[src/include/dvgsr_pkg.sv]
// Holds the constants and types shared by the dual-channel gain register bank.
// Assumes nothing of its surroundings; it is compiled before the design.
package dvgsr_pkg;

   // ***************************************************************
   // Serial frame layout
   // ***************************************************************
   localparam int         ADDR_W      = 7;
   localparam int         DATA_W      = 8;
   localparam int         FRAME_W     = 16;
   localparam int         REG_COUNT   = 8;
   localparam logic [4:0] CMD_LAST    = 5'h07;
   localparam logic [4:0] FRAME_LAST  = 5'h0F;
   localparam logic [4:0] FRAME_END   = 5'h10;
   localparam int         RW_POS      = 15;

   // ***************************************************************
   // Register offsets
   // ***************************************************************
   localparam logic [6:0] ADDR_REVISION   = 7'h00;
   localparam logic [6:0] ADDR_PRODUCT    = 7'h01;
   localparam logic [6:0] ADDR_SOFT_RESET = 7'h02;
   localparam logic [6:0] ADDR_POWER_DOWN = 7'h03;
   localparam logic [6:0] ADDR_A_BIAS     = 7'h04;
   localparam logic [6:0] ADDR_A_GAIN     = 7'h05;
   localparam logic [6:0] ADDR_B_BIAS     = 7'h06;
   localparam logic [6:0] ADDR_B_GAIN     = 7'h07;

   // ***************************************************************
   // Reset values and gain decoding
   // ***************************************************************
   localparam logic [7:0] RESET_SOFT_RESET = 8'h00;
   localparam logic [7:0] RESET_POWER_DOWN = 8'h00;
   localparam logic [7:0] RESET_BIAS       = 8'h20;
   localparam logic [7:0] RESET_GAIN       = 8'h14;
   localparam logic [7:0] GAIN_CODE_MAX    = 8'h27;
   localparam logic [6:0] GAIN_DB_TOP      = 7'h1E;
   localparam logic [6:0] GAIN_DB_BOTTOM   = 7'h77;

   // One channel's settings as seen by the analog side.
   typedef struct packed {
      logic [7:0] bias;
      logic [7:0] gainCode;
      logic [6:0] gainDb;
   } dvgsr_channel_t;

   // Frame tracking states.
   typedef enum logic [1:0] {
      DVGSR_IDLE  = 2'h1,
      DVGSR_SHIFT = 2'h2
   } dvgsr_state_t;

endpackage

[src/hw/dvgsr_register_bank.sv]
// Serially programmed register bank of a dual-channel variable-gain amplifier.
// Assumes a mode-0 serial host whose clock is much slower than the system clock.
`timescale 1ns/10ps
`default_nettype none

module dvgsr_register_bank
   import dvgsr_pkg::*;
#(
   parameter logic [7:0] REVISION_IDENTIFIER = 8'h5A,  // Arbitrary identification value.
   parameter logic [7:0] PRODUCT_IDENTIFIER  = 8'hA5   // Arbitrary identification value.
)(
   // System clock and reset.
   input  wire logic     clock,
   input  wire logic     reset,
   // Serial bus pins.
   input  wire logic     spiClock,
   input  wire logic     spiSelectN,
   input  wire logic     spiDataIn,
   output logic          spiDataOut,
   output logic          spiDataOutEnable,
   // Settings towards the amplifier.
   output dvgsr_channel_t channelA,
   output dvgsr_channel_t channelB,
   output logic [7:0]    powerDownControl,
   output logic [7:0]    softwareResetControl
);

   // ***************************************************************
   // Helper functions
   // ***************************************************************

   // Decodes a gain code into gain in dB, two's complement.
   // Codes above the bottom end have no defined gain; they are held at the bottom end
   // so that a stray code never asks for more gain than the user meant.
   function automatic logic [6:0] decodeGain(input logic [7:0] code);
      logic [6:0] result;
      result = GAIN_DB_BOTTOM;
      if (code <= GAIN_CODE_MAX) begin
         result = GAIN_DB_TOP - code[6:0];
      end
      return result;
   endfunction

   // True for addresses that software may write.
   // The identification registers are read-only and are left out on purpose.
   function automatic logic isWritable(input logic [6:0] addr);
      return (addr >= ADDR_SOFT_RESET) && (addr <= ADDR_B_GAIN);
   endfunction

   // ***************************************************************
   // Pin synchronisers
   // ***************************************************************
   logic [2:0] syncFirst_reg;
   logic [2:0] syncSecond_reg;
   logic       clockLast_reg;

   // The serial pins are asynchronous to the system clock; a metastable first stage
   // must never reach the edge detector, so only the second stage is read.
   // Two flip-flops per pin; only the second stage feeds logic.
   always_ff @(posedge clock) begin
      syncFirst_reg  <= {spiClock, spiSelectN, spiDataIn};
      syncSecond_reg <= syncFirst_reg;
      clockLast_reg  <= syncSecond_reg[2];
   end

   logic sclkSync;
   logic selectNSync;
   logic dataInSync;
   logic sclkRise;
   logic sclkFall;

   // Edge detection on the synchronised serial clock.
   assign sclkSync    = syncSecond_reg[2];
   assign selectNSync = syncSecond_reg[1];
   assign dataInSync  = syncSecond_reg[0];
   assign sclkRise    = sclkSync & ~clockLast_reg;
   assign sclkFall    = ~sclkSync & clockLast_reg;

   // ***************************************************************
   // Frame engine and register storage
   // ***************************************************************
   dvgsr_state_t   state_reg, state_next;
   logic [4:0]     count_reg, count_next;
   logic [15:0]    shift_reg, shift_next;
   logic [7:0]     out_reg, out_next;
   logic           readMode_reg, readMode_next;
   logic           sdo_reg, sdo_next;
   logic           sdoEnable_reg, sdoEnable_next;
   logic [7:0]     regs_reg [REG_COUNT];
   logic [7:0]     regs_next [REG_COUNT];
   dvgsr_channel_t chanA_reg, chanA_next;
   dvgsr_channel_t chanB_reg, chanB_next;

   // Next-state logic: frame tracking, readback and register writes.
   always_comb begin
      state_next     = state_reg;
      count_next     = count_reg;
      shift_next     = shift_reg;
      out_next       = out_reg;
      readMode_next  = readMode_reg;
      sdo_next       = sdo_reg;
      sdoEnable_next = sdoEnable_reg;
      for (int i = 0; i < REG_COUNT; i++) begin
         regs_next[i] = regs_reg[i];
      end
      case (state_reg)
         DVGSR_IDLE: begin
            sdoEnable_next = 1'b0;
            if (!selectNSync) begin
               state_next    = DVGSR_SHIFT;
               count_next    = 5'h00;
               readMode_next = 1'b0;
            end
         end
         DVGSR_SHIFT: begin
            if (selectNSync) begin
               state_next     = DVGSR_IDLE;
               sdoEnable_next = 1'b0;
            end else if (sclkRise && count_reg != FRAME_END) begin
               // Bits beyond the sixteenth are ignored: the counter stops at the frame end.
               shift_next = {shift_reg[14:0], dataInSync};
               count_next = count_reg + 5'h01;
               // After the eighth bit the command byte is complete; a read loads the answer
               // so that it can be shifted out on the following falling edges.
               if (count_reg == CMD_LAST && shift_next[7]) begin
                  readMode_next = 1'b1;
                  case (shift_next[6:0])
                     ADDR_REVISION: out_next = REVISION_IDENTIFIER;
                     ADDR_PRODUCT:  out_next = PRODUCT_IDENTIFIER;
                     default: begin
                        out_next = isWritable(shift_next[6:0])
                                 ? regs_reg[shift_next[2:0]] : 8'h00;
                     end
                  endcase
               end
               // A write only lands on the sixteenth rising edge; a frame cut short before it
               // leaves every register untouched.
               if (count_reg == FRAME_LAST && !shift_next[RW_POS]
                   && isWritable(shift_next[14:8])) begin
                  regs_next[shift_next[10:8]] = shift_next[7:0];
               end
            end else if (sclkFall && readMode_reg && count_reg > CMD_LAST
                         && count_reg != FRAME_END) begin
               // Read data changes after a falling edge, giving the host half a clock of setup.
               sdo_next       = out_reg[7];
               out_next       = {out_reg[6:0], 1'b0};
               sdoEnable_next = 1'b1;
            end
         end
         default: begin
            state_next = DVGSR_IDLE;
         end
      endcase
      // Synchronous reset has the last word over every path above.
      if (reset) begin
         state_next     = DVGSR_IDLE;
         count_next     = 5'h00;
         shift_next     = 16'h0000;
         out_next       = 8'h00;
         readMode_next  = 1'b0;
         sdo_next       = 1'b0;
         sdoEnable_next = 1'b0;
         regs_next[0]   = 8'h00;
         regs_next[1]   = 8'h00;
         regs_next[ADDR_SOFT_RESET[2:0]] = RESET_SOFT_RESET;
         regs_next[ADDR_POWER_DOWN[2:0]] = RESET_POWER_DOWN;
         regs_next[ADDR_A_BIAS[2:0]]     = RESET_BIAS;
         regs_next[ADDR_B_BIAS[2:0]]     = RESET_BIAS;
         regs_next[ADDR_A_GAIN[2:0]]     = RESET_GAIN;
         regs_next[ADDR_B_GAIN[2:0]]     = RESET_GAIN;
      end
   end

   // Channel settings are taken from the next register values, so they change
   // on the same edge as the stored registers.
   always_comb begin
      chanA_next.bias     = regs_next[ADDR_A_BIAS[2:0]];
      chanA_next.gainCode = regs_next[ADDR_A_GAIN[2:0]];
      chanA_next.gainDb   = decodeGain(regs_next[ADDR_A_GAIN[2:0]]);
      chanB_next.bias     = regs_next[ADDR_B_BIAS[2:0]];
      chanB_next.gainCode = regs_next[ADDR_B_GAIN[2:0]];
      chanB_next.gainDb   = decodeGain(regs_next[ADDR_B_GAIN[2:0]]);
   end

   // Registers only.
   always_ff @(posedge clock) begin
      state_reg     <= state_next;
      count_reg     <= count_next;
      shift_reg     <= shift_next;
      out_reg       <= out_next;
      readMode_reg  <= readMode_next;
      sdo_reg       <= sdo_next;
      sdoEnable_reg <= sdoEnable_next;
      chanA_reg     <= chanA_next;
      chanB_reg     <= chanB_next;
      for (int i = 0; i < REG_COUNT; i++) begin
         regs_reg[i] <= regs_next[i];
      end
   end

   // ***************************************************************
   // Outputs
   // ***************************************************************
   // Every output comes straight from a register, so the analog side never sees a glitch.
   assign spiDataOut           = sdo_reg;
   assign spiDataOutEnable     = sdoEnable_reg;
   assign channelA             = chanA_reg;
   assign channelB             = chanB_reg;
   assign powerDownControl     = regs_reg[ADDR_POWER_DOWN[2:0]];
   assign softwareResetControl = regs_reg[ADDR_SOFT_RESET[2:0]];

endmodule

`default_nettype wire

[config.mk]
export PLATFORM = sky130hd
export DESIGN_NAME = dvgsr_register_bank
export DESIGN_NICKNAME = d
export VERILOG_FILES = /design/src/include/dvgsr_pkg.sv /design/src/hw/dvgsr_register_bank.sv
export SDC_FILE = /design/constraint.sdc
export NUM_CORES = 1
export LEC_CHECK = 0
export BUFFER_PORTS_ARGS = -buffer_cell sky130_fd_sc_hd__buf_2
export CAP_MARGIN = 5
export CORE_MARGIN = 5
export CORE_UTILIZATION = 50
export CTS_BUF_LIST = sky130_fd_sc_hd__clkbuf_4
export CTS_CLUSTER_DIAMETER = 40
export DETAILED_ROUTE_END_ITERATION = 7
export PLACE_DENSITY_LB_ADDON = 0.08
export RECOVER_POWER = 100
export SYNTH_ARGS = -nofsm -noshare
export SYNTH_HDL_FRONTEND = slang
export SYNTH_SLANG_ARGS = --single-unit
export TNS_END_PERCENT = 30
[constraint.sdc]
create_clock -name clock -period 5.3 [get_ports clock]
set_input_delay 0.53 -clock clock [delete_from_list [all_inputs] [get_ports clock]]
set_output_delay 0.53 -clock clock [all_outputs]
set_load 0.02 [all_outputs]
==> results of run 1 <==
## cells in the final DEF (no fill, tap or decap), drive strengths merged, types with 4 or more instances in the layout
cell / instances
dfxtp: 104
clkbuf: 75
nand2: 74
nor2: 64
a21oi: 47
mux2i: 36
o21ai: 24
inv: 13
nand3: 12
nand2b: 8
nor3: 8
ha: 7
nor2b: 6
nor4: 6
buf: 6
nand4: 5
o211ai: 5
and3: 5
o22ai: 5
or2: 5
nand3b: 5
xor2: 4
xnor2: 4
a211oi: 4
clkinv: 4
## worst max-delay path by stage
stage                     slack, ps          end  cells after the start         start
after CTS                      1740  channelA[4]                     14  count_reg[0]
after global routing            820     register                      7  count_reg[0]
after detailed placement       1770  channelA[4]                     14  count_reg[0]
after floorplan                2140  channelA[4]                     15  count_reg[0]
final                          1050     register                      7  count_reg[0]
after global placement         1860  channelA[4]                     14  count_reg[0]
## cells by family (layout without fill, tap and decap cells)
group	Yosys count	after routing	share of synthesized area [%]
AOI/OAI and AO/OA	112	112	14.8
xor gates and xnor gates	8	8	1.51
adders and majority gates	7	7	1.88
buffers and inverters	45	99	4.11
DFF	104	104	44.7
muxes	41	41	9.44
and+or+nand+nor	213	213	23.5
## stage by stage
step / hold slack (ps) / setup WS, ps
after floorplan: 310 / 2140
after global placement: 314 / 1860
after detailed placement: 312 / 1770
after CTS: 139 / 1740
after global routing: 139 / 820
final: 162 / 1050
## Yosys cell counts, drive strengths merged (5+ instances only)
library cell	instances
inv	11
dfxtp	104
nor3	8
nor4	6
nand3	12
buf	10
nand3b	5
a21oi	47
nor2b	6
ha	7
nand2b	8
clkbuf	24
nand4	5
o21ai	24
nor2	64
mux2i	36
o22ai	5
o211ai	5
and3	5
or2	5
nand2	74
## worst max-delay path: stages (launching register included)
cell and delay, ps:
dfxtp_1 450, inv_1 70, ha_1 210, nand4bb_1 230, nand2_1 510, nor4_1 2180
mux2i_1 330, nor2_1 60
## area by class of cell
class	instances	area (sq um)
Clock buffer	9	67.6
Clock inverter	7	46.3
Fill cell	904	4170
Inverter	11	41.3
Multi-Input combinational cell	381	2330
Sequential cell	104	2080
Tap cell	111	139
Timing Repair Buffer	72	285
## layer usage
layer	GRT usage (%)	vias up	part of all wire, %
met5	0	-	0
met4	6.30	0	1.2
met3	3.46	16	6.2
met2	36.3	135	48
met1	29.9	1882	45
li1	-	1954	-
## power groups by stage
stage | sequential [W] | clock, W | combinational [W]
4_1_cts | 0.000790 | 0.000376 | 0.0000434
3_5_place_dp | 0.000807 | 0 | 0.0000433
3_3_place_gp | 0.000807 | 0 | 0.0000430
6_report | 0.000790 | 0.000364 | 0.0000432
2_1_floorplan | 0.000806 | 0 | 0.0000321
5_1_grt | 0.000791 | 0.000408 | 0.0000479
==> qor.txt, run 1 <==
PortBufs - 68
Top-area cell type share of the netlist area - 44.7%
Required time worst endpoint - 5550 ps
Min-Delay Path Class - primary input to register
Routed WL per cell - 17.5 um
Post-DP HPWL - 8630 um
CTS tree - built
Clk buf depth - 2
FMAX - 0.235 GHz
Power per cell area - 240 nW/um^2
Post-Place Cells - 679
Cts repair resizes - 0
Mapped Area - 4650 sq um
RD Place Congestion - 0.854
Worst reg-to-reg setup slack - 1050 ps
Placement Cell Area - 5010 sq um
HP Start - spiDataIn
Syn Nets - 542
Initial antenna violation count - 0
# DRC - 0
Crit Path Max Fanout - 21
Vias in the first global route - 3,766
Layout net count - 591
Cell-internal power - 0.000896 W
Share of layout cells above drive strength 1 - 6.68%
Startpoint Class - register
IO Count - 69
FF-to-FF path depth - 7
Reg2Reg Launch Point - count_reg[0]
Syn Inst Count - 530
Async SR Flop Fraction - 0%
Yosys cell types - 63
Max IR drop VDD - 111 uV
Final Skew - 14.3 ps
Syn-to-layout area delta - 7.18%
Setup tns final - 0 ps
Post-synth top flop - dfxtp_1
Sw frac - 25.1%
Crit. End Element - register
Grt ovf - 0
Max-Cap Viols - 3
Hold Buf Count CTS - 0
Number of synthesized flops with an enable pin - 0
Worst Hold Depth - 1
Initial DRT Pass Iterations - 5
Clock Latency Late Sink - 450 ps
Synth Warn # - 0
Register area share after synthesis - 44.7%
Mapped Avg Cell Area - 8.78 sq um
Starting density of the core - 50.8%
Worst setup path class - register to register
Largest area contributor in the netlist - dfxtp_1
Clock root cell - clkbuf_4
RSZ-0062 raised after global routing - no
Clk pwr share - 30.4%
NetSw - 0.000301 W
1st-iter DRT viols - 336
Leak - 1.72 nW
Final Util - 54.5%
First-pass GRT wire length - 19,900 um
Part of the power in registers - 66.0%
Via count - 3,987
Seq cells post-synth - 104
Gate power share - 3.6%
Clk slew on worst S/H paths - 160 ps
N_diodes - 0
Fin cells - 695
Die area - 11,300 sq um
Max H-tree Level - 3
Tot Pwr - 0.00120 W
Slew Viols, Final - 85
Crit path DAT - 4500 ps
Clock Sinks - 104
Postcts setup bufs - 0
Setup violations, final - 0
Fin crit share - 80.2%
Die width - 106 um
Antenna-violating nets left - 0
Core area - 9150 sq um
Routed wire length - 12,200 um
Failing checks - capacitance limit, slew limit
Vias per cell - 5.74
Status - finished, violations left
Hold-critical path endpoint - syncFirst_reg[0]
Die height - 106 um
Area contributors post-synth - dfxtp_1, mux2i_1, nand2_1
GR Util All Layers - 22.0%
Worst Tran Pin Value - 2930 ps
Slew headroom - -95.1%
Tmin final - 4250 ps
CTS Buf Count - 9
Final Hold Vio Count - 0
Row cnt - 35
Post-route cell area - 4990 sq um
Pin count of the biggest net entering global routing - 67
No activity file was read; power rests on OpenSTA's default activity.
==> run 2, diff against run 1 <==
==> constraint.sdc (replaced) <==
create_clock -name clock -period 3.6 [get_ports clock]
set_input_delay 0.36 -clock clock [delete_from_list [all_inputs] [get_ports clock]]
set_output_delay 0.36 -clock clock [all_outputs]
set_load 0.02 [all_outputs]
==> run 2 against run 1 <==
  * The flow still finishes with violations (capacitance limit, slew limit)
  * Clock skew grew 2.8 ps
  * Global-route usage shrank 0.35 points
  * Combinational power grew 55%
  * Non-clock buffer count grew 6
  * Largest power group unchanged
  * Final area grew 1.4%
  * Fmax grew 28%
  * Wire length grew 0.47%
  * Flip-flop and latch count is the same
  * Clock power grew 49%
  * Total power grew 48%
==> qor.txt, run 2 (synthesis results as in run 1) <==
Post-route cell area - 5060 sq um (+1.4%)
Failing checks - capacitance limit, slew limit
Cts repair resizes - 0 (unchanged)
Final Skew - 17.1 ps (+2.81 ps)
Post-DP HPWL - 8640 um (about the same)
Power per cell area - 350 nW/um^2 (+46%)
Clk slew on worst S/H paths - 150 ps (about the same)
Routed WL per cell - 17.4 um (-0.39%)
Slowest-stage cell, CP - or4_1
Tot Pwr - 0.00177 W (+48%)
CTS tree - built
Routed met3 length - 977 um (+30%)
Met1 WL - 5390 um (-0.76%)
N_diodes - 0 (unchanged)
Slew Viols, Final - 52 (-39%)
Die height - 106 um (unchanged)
GR Util All Layers - 21.7% (-0.35 points)
RD Place Congestion - 0.891 (+4.2%)
Commonest cells after routing, fill and taps aside - dfxtp_1, nand2_1, clkbuf_1, nor2_1, a21oi_1
Required time worst endpoint - 3940 ps (-1610 ps)
Fin crit share - 91.9% (+12 points)
IO Count - 69 (unchanged)
Commonest non-fill, non-tap cell in the layout - dfxtp_1
Grt ovf - 0 (unchanged)
FMAX - 0.302 GHz (+28%)
Uppermost layer routed - met4
Delay-heaviest family, CP - simple AND/OR/NAND/NOR gates
Hold-critical path endpoint - syncSecond_reg[2]
Initial antenna violation count - 0 (unchanged)
Share of layout cells above drive strength 1 - 7.29% (+0.61 points)
Max H-tree Level - 3 (unchanged)
First-pass GRT wire length - 19,700 um (-1.1%)
Fin cells - 701 (+0.86%)
Setup violations, final - 0 (unchanged)
Syn-to-layout area delta - 8.71%
Max IR drop VDD - 190 uV (+71%)
Max-Cap Viols - 1 (-2)
Crit path DAT - 3650 ps (-850 ps)
Crit. End Element - register
Vias per cell - 5.74 (about the same)
Worst setup path class - register to register
Placement Cell Area - 5030 sq um (+0.45%)
CP Cell Sequence - ha_1 -> and3_1 -> ha_1 -> and3b_1 -> and4_1 -> nand2_1 -> nor2_1 -> a21oi_1 -> nor2_1 -> ha_1 -> inv_1 -> or4_1 -> a22oi_1 -> or2_2 -> nand3_1
Bufs and invs on worst path - 1 (unchanged)
FF-to-FF path depth - 15 (+8)
Post-Place Cells - 682 (+0.44%)
Vias in the first global route - 3,790 (+0.64%)
# DRC - 0 (unchanged)
R2r endpoint - channelA[4]
Slew headroom - -50.8% (+44 points)
Final Hold Vio Count - 0 (unchanged)
Pin count of the biggest net entering global routing - 52 (-22%)
Cell repeated most along the worst path - ha_1
Routed wire length - 12,200 um (+0.47%)
Clock Sinks - 104 (unchanged)
Min-Delay Path Class - register to register
1st-iter DRT viols - 291 (-13%)
Tmin final - 3310 ps (-942 ps)
Core area - 9150 sq um (unchanged)
Die width - 106 um (unchanged)
Crit Path Max Fanout - 12 (-43%)
Fillcell total - 895 (-1.0%)
Metal2 WL - 5570 um (-4.7%)
Antenna-violating nets left - 0 (unchanged)
Critical path's largest stage delay - 500 ps (-1680 ps)
Worst Hold Depth - 0 (-1)
Startpoint Class - register
Clk buf depth - 2 (unchanged)
Reg2Reg Launch Point - count_reg[0]
HP Start - syncFirst_reg[2]
PortBufs - 68 (unchanged)
RSZ-0062 raised after global routing - no
Worst Tran Pin Value - 2260 ps (-664 ps)
Status - finished, violations left
Row cnt - 35 (unchanged)
Setup tns final - 0 ps (unchanged)
Clock root cell - clkbuf_4
Via count - 4,022 (+0.88%)
CTS Buf Count - 9 (unchanged)
Leak - 1.74 nW (+0.98%)
Worst reg-to-reg setup slack - 290 ps (-760 ps)
Starting density of the core - 50.8% (unchanged)
Clock Latency Late Sink - 440 ps (about the same)
Die area - 11,300 sq um (unchanged)
Initial DRT Pass Iterations - 6 (+1)
Layout net count - 597 (+1.0%)
==> run 2: worst max-delay path by stage <==
stage                       from          end  slack, ps  depth (start not counted)
floorplan           count_reg[0]  channelA[4]        440                         15
finish              count_reg[0]  channelA[4]        290                         15
detailed placement  count_reg[0]  channelA[4]        320                         15
CTS                 count_reg[0]  channelA[4]        300                         15
global placement    count_reg[0]  channelA[4]        420                         15
global route        count_reg[0]  channelA[4]         20                         15
==> run 2: layout make-up <==
class | count | area (sq um) | area share [%]
Multi-Input combinational cell | 381 | 2350 | 46.4
Sequential cell | 104 | 2080 | 41.2
Timing Repair Buffer | 78 | 328 | 6.48
Tap cell | 111 | 139 | 2.75
Clock buffer | 12 | 90.1 | 1.78
Inverter | 11 | 41.3 | 0.816
Clock inverter | 4 | 31.3 | 0.618
==> run 2: report_power, final <==
group | switching (W) | internal, W
clock | 0.000375 | 0.000167
sequential | 0.00000416 | 0.00116
combinational | 0.0000469 | 0.0000202
==> run 2: repair_timing <==
| item | in CTS | in global routing |
|---|---|---|
| hold endpoints to repair | 3 | 0 |
| setup buffers | 0 | 0 |
| hold buffers | 3 | 0 |
==> run 2: metrics by stage <==
stage          util, %  setup WS, ps  hold slack [ps]
2_1_floorplan        -           441              310
3_3_place_gp      55.0           419              311
3_5_place_dp      55.0           325              312
4_1_cts           56.7           303              345
5_1_grt           55.3          19.5              347
6_report          55.3           290              344
==> run 2: metal layers <==
metal / track usage, % / vias up
met5: 0 / -
met4: 8.86 / 0
met3: 4.25 / 22
met2: 34.9 / 182
met1: 28.5 / 1857
li1: - / 1961
==> run 3, diff against run 2 <==
--- a/config.mk
+++ b/config.mk
@@ -5,6 +5,7 @@
 export SDC_FILE = /design/constraint.sdc
 export NUM_CORES = 1
 export LEC_CHECK = 0
+export ABC_AREA = 1
 export BUFFER_PORTS_ARGS = -buffer_cell sky130_fd_sc_hd__buf_2
 export CAP_MARGIN = 5
 export CORE_MARGIN = 5
==> run 3 against run 2 <==
  * Wire length up 0.99%
  * Critical path type unchanged
  * The run now ends clean
  * Critical endpoint is now channelA[0]
  * Combinational power increased by 33%
  * Sequential share of layout area up 2.0 points
  * Clock power up 9.9%
==> qor.txt, run 3 <==
Crit Path Max Fanout - 36 (+24)
Startpoint Class - register
Async SR Flop Fraction - 0% (unchanged)
Layout net count - 701 (+17%)
Crit. End Element - register
FMAX - 0.339 GHz (+12%)
Slew Viols, Final - 0 (-100%)
Max IR drop VDD - 170 uV (-10%)
RD Place Congestion - 0.860 (-3.4%)
Tmin final - 2950 ps (-365 ps)
Routed wire length - 12,300 um (+0.99%)
Row cnt - 35 (unchanged)
Die width - 107 um (+0.12%)
Power per cell area - 376 nW/um^2 (+7.3%)
FF-to-FF path depth - 12 (-3)
PortBufs - 68 (unchanged)
Cts repair resizes - 0 (unchanged)
Area of the multi-input gates - 2040 sq um (-13%)
Mapped Avg Cell Area - 7.42 sq um (-16%)
Initial DRT Pass Iterations - 5 (-1)
Post-synth top flop - dfxtp_1
# DRC - 0 (unchanged)
Final Skew - 25.4 ps (+8.34 ps)
Max H-tree Level - 3 (unchanged)
Yosys cell types - 39 (-38%)
Setup violations, final - 0 (unchanged)
Die area - 11,400 sq um (+0.24%)
Die height - 107 um (+0.12%)
Worst setup path class - register to register
CTS tree - built
Commonest cells after routing, fill and taps aside - nand2_1, dfxtp_1, a21oi_1, inv_1, o21ai_0
First-pass GRT wire length - 20,100 um (+2.1%)
Crit path DAT - 3250 ps (-400 ps)
Top-area cell type share of the netlist area - 47.2% (+2.5 points)
Core area - 9150 sq um (unchanged)
IO Count - 69 (unchanged)
Clk buf depth - 2 (unchanged)
Reg2Reg Launch Point - state_reg[0]
Status - completed
Required time worst endpoint - 3910 ps (-30 ps)
Pin count of the biggest net entering global routing - 38 (-27%)
Grt ovf - 0 (unchanged)
Worst Hold Depth - 0 (unchanged)
Min-Delay Path Class - register to register
Commonest cells post-synth - nand2_1, dfxtp_1, a21oi_1
Clk slew on worst S/H paths - 170 ps (+20 ps)
Placement Cell Area - 5070 sq um (+0.67%)
Initial antenna violation count - 0 (unchanged)
Commonest non-fill, non-tap cell in the layout - nand2_1
Clock Sinks - 110 (+5.8%)
Max-Cap Viols - 0 (-1)
Vias in the first global route - 4,016 (+6.0%)
Syn Inst Count - 629 (+19%)
Setup WS post-layout - 654 ps (+365 ps)
Worst Tran Pin Value - 1310 ps (-949 ps)
Share of layout cells above drive strength 1 - 4.47% (-2.8 points)
Largest area contributor in the netlist - dfxtp_1
Worst reg-to-reg setup slack - 650 ps (+360 ps)
Routed WL per cell - 15.3 um (-12%)
Synth Warn # - 0 (unchanged)
Fin crit share - 81.8% (-10 points)
Hold-critical path endpoint - syncSecond_reg[1]
Setup WS pre-CTS - 998 ps (+674 ps)
Vias per cell - 5.39 (-6.1%)
Area contributors post-synth - dfxtp_1, nand2_1, a21oi_1
Post-DP HPWL - 9010 um (+4.3%)
Syn-to-layout area delta - 9.44%
Leak - 2.06 nW (+19%)
Seq cells post-synth - 110 (+5.8%)
Fillcell total - 928 (+3.7%)
Setup tns final - 0 ps (unchanged)
Number of synthesized flops with an enable pin - 0 (unchanged)
R2r endpoint - channelA[0]
Postcts setup bufs - 0 (unchanged)
Antenna-violating nets left - 0 (unchanged)
Final Hold Vio Count - 0 (unchanged)
CTS Buf Count - 9 (unchanged)
GR Util All Layers - 22.0% (+0.36 points)
Mapped Area - 4670 sq um (+0.27%)
RSZ-0062 raised after global routing - no
Via count - 4,336 (+7.8%)
HP Start - syncFirst_reg[1]
Starting density of the core - 51.0% (+0.14 points)
Clock Latency Late Sink - 470 ps (+30 ps)
N_diodes - 0 (unchanged)
Slew headroom - 12.5% (+63 points)
Register area share after synthesis - 47.2% (+2.5 points)
Clock root cell - clkbuf_4
Post-route cell area - 5110 sq um (+0.94%)
Syn Nets - 641 (+18%)
1st-iter DRT viols - 257 (-12%)
Top-count cell post-synth - nand2_1
Register area - 2200 sq um (+5.8%)
-- run 3: how the worst max path moves through the flow --
stage | to | startpoint
after floorplan | channelB[2] | count_reg[0]
after global placement | channelB[2] | count_reg[0]
after detailed placement | channelB[2] | count_reg[0]
after CTS | channelB[2] | count_reg[0]
after global routing | channelA[0] | count_reg[0]
final | channelA[0] | state_reg[0]
-- run 3: worst max-delay path, cell delays in order, from the launching register on --
cell        delay, ps
dfxtp_1           380
inv_1              60
ha_1              230
inv_1             150
nor2_4             60
nand3_4           300
clkinvlp_2        400
nand2_1           410
nor2_1             80
nor2_1            230
nand2_1           140
a21oi_4           230
o21ai_0           110
-- run 3: power by group --
group | switching, W | internal [W]
Sequential | 0.00000642 | 0.00123
Combinational | 0.0000634 | 0.0000258
Clock | 0.000433 | 0.000164
-- run 3: through the flow --
step,total power (W),hold slack (ps),util (%),std cells
2_1_floorplan,0.00132,310,-,629
3_3_place_gp,0.00134,313,55.4,786
3_5_place_dp,0.00135,314,55.4,786
4_1_cts,0.00194,352,57.1,805
5_1_grt,0.00200,354,55.8,805
6_report,0.00192,350,55.8,805
-- run 3: repair_timing --
action	CTS	global route
hold buffers	3	0
hold endpoints to repair	3	0
endpoints found under the setup margin	0	0
-- run 3: logic make-up after synthesis --
group	share of synthesized area, %
compound gates	19.5
mux	0.215
fa+ha+maj	1.88
buf+inv	8.53
flops	47.2
xor+xnor	0.188
simple gates	22.5
-- run 3: final cells by class --
class	instances	share of cell area [%]
clock inverters	6	1.08
multi-input cells	417	39.9
clock buffers	10	1.47
repair buffers	76	6.20
inverters	75	5.54
well taps	111	2.72
flip-flops and latches	110	43.1
-- run 3: layer usage --
metal	vias to the layer above	share of wire, %	GRT usage, %	routed length [um]
li1	2179	-	-	-
met1	1987	47	30.7	5840
met2	151	45	34.3	5570
met3	19	6.0	5.30	740
met4	0	1.7	5.75	205
met5	-	0	0	0
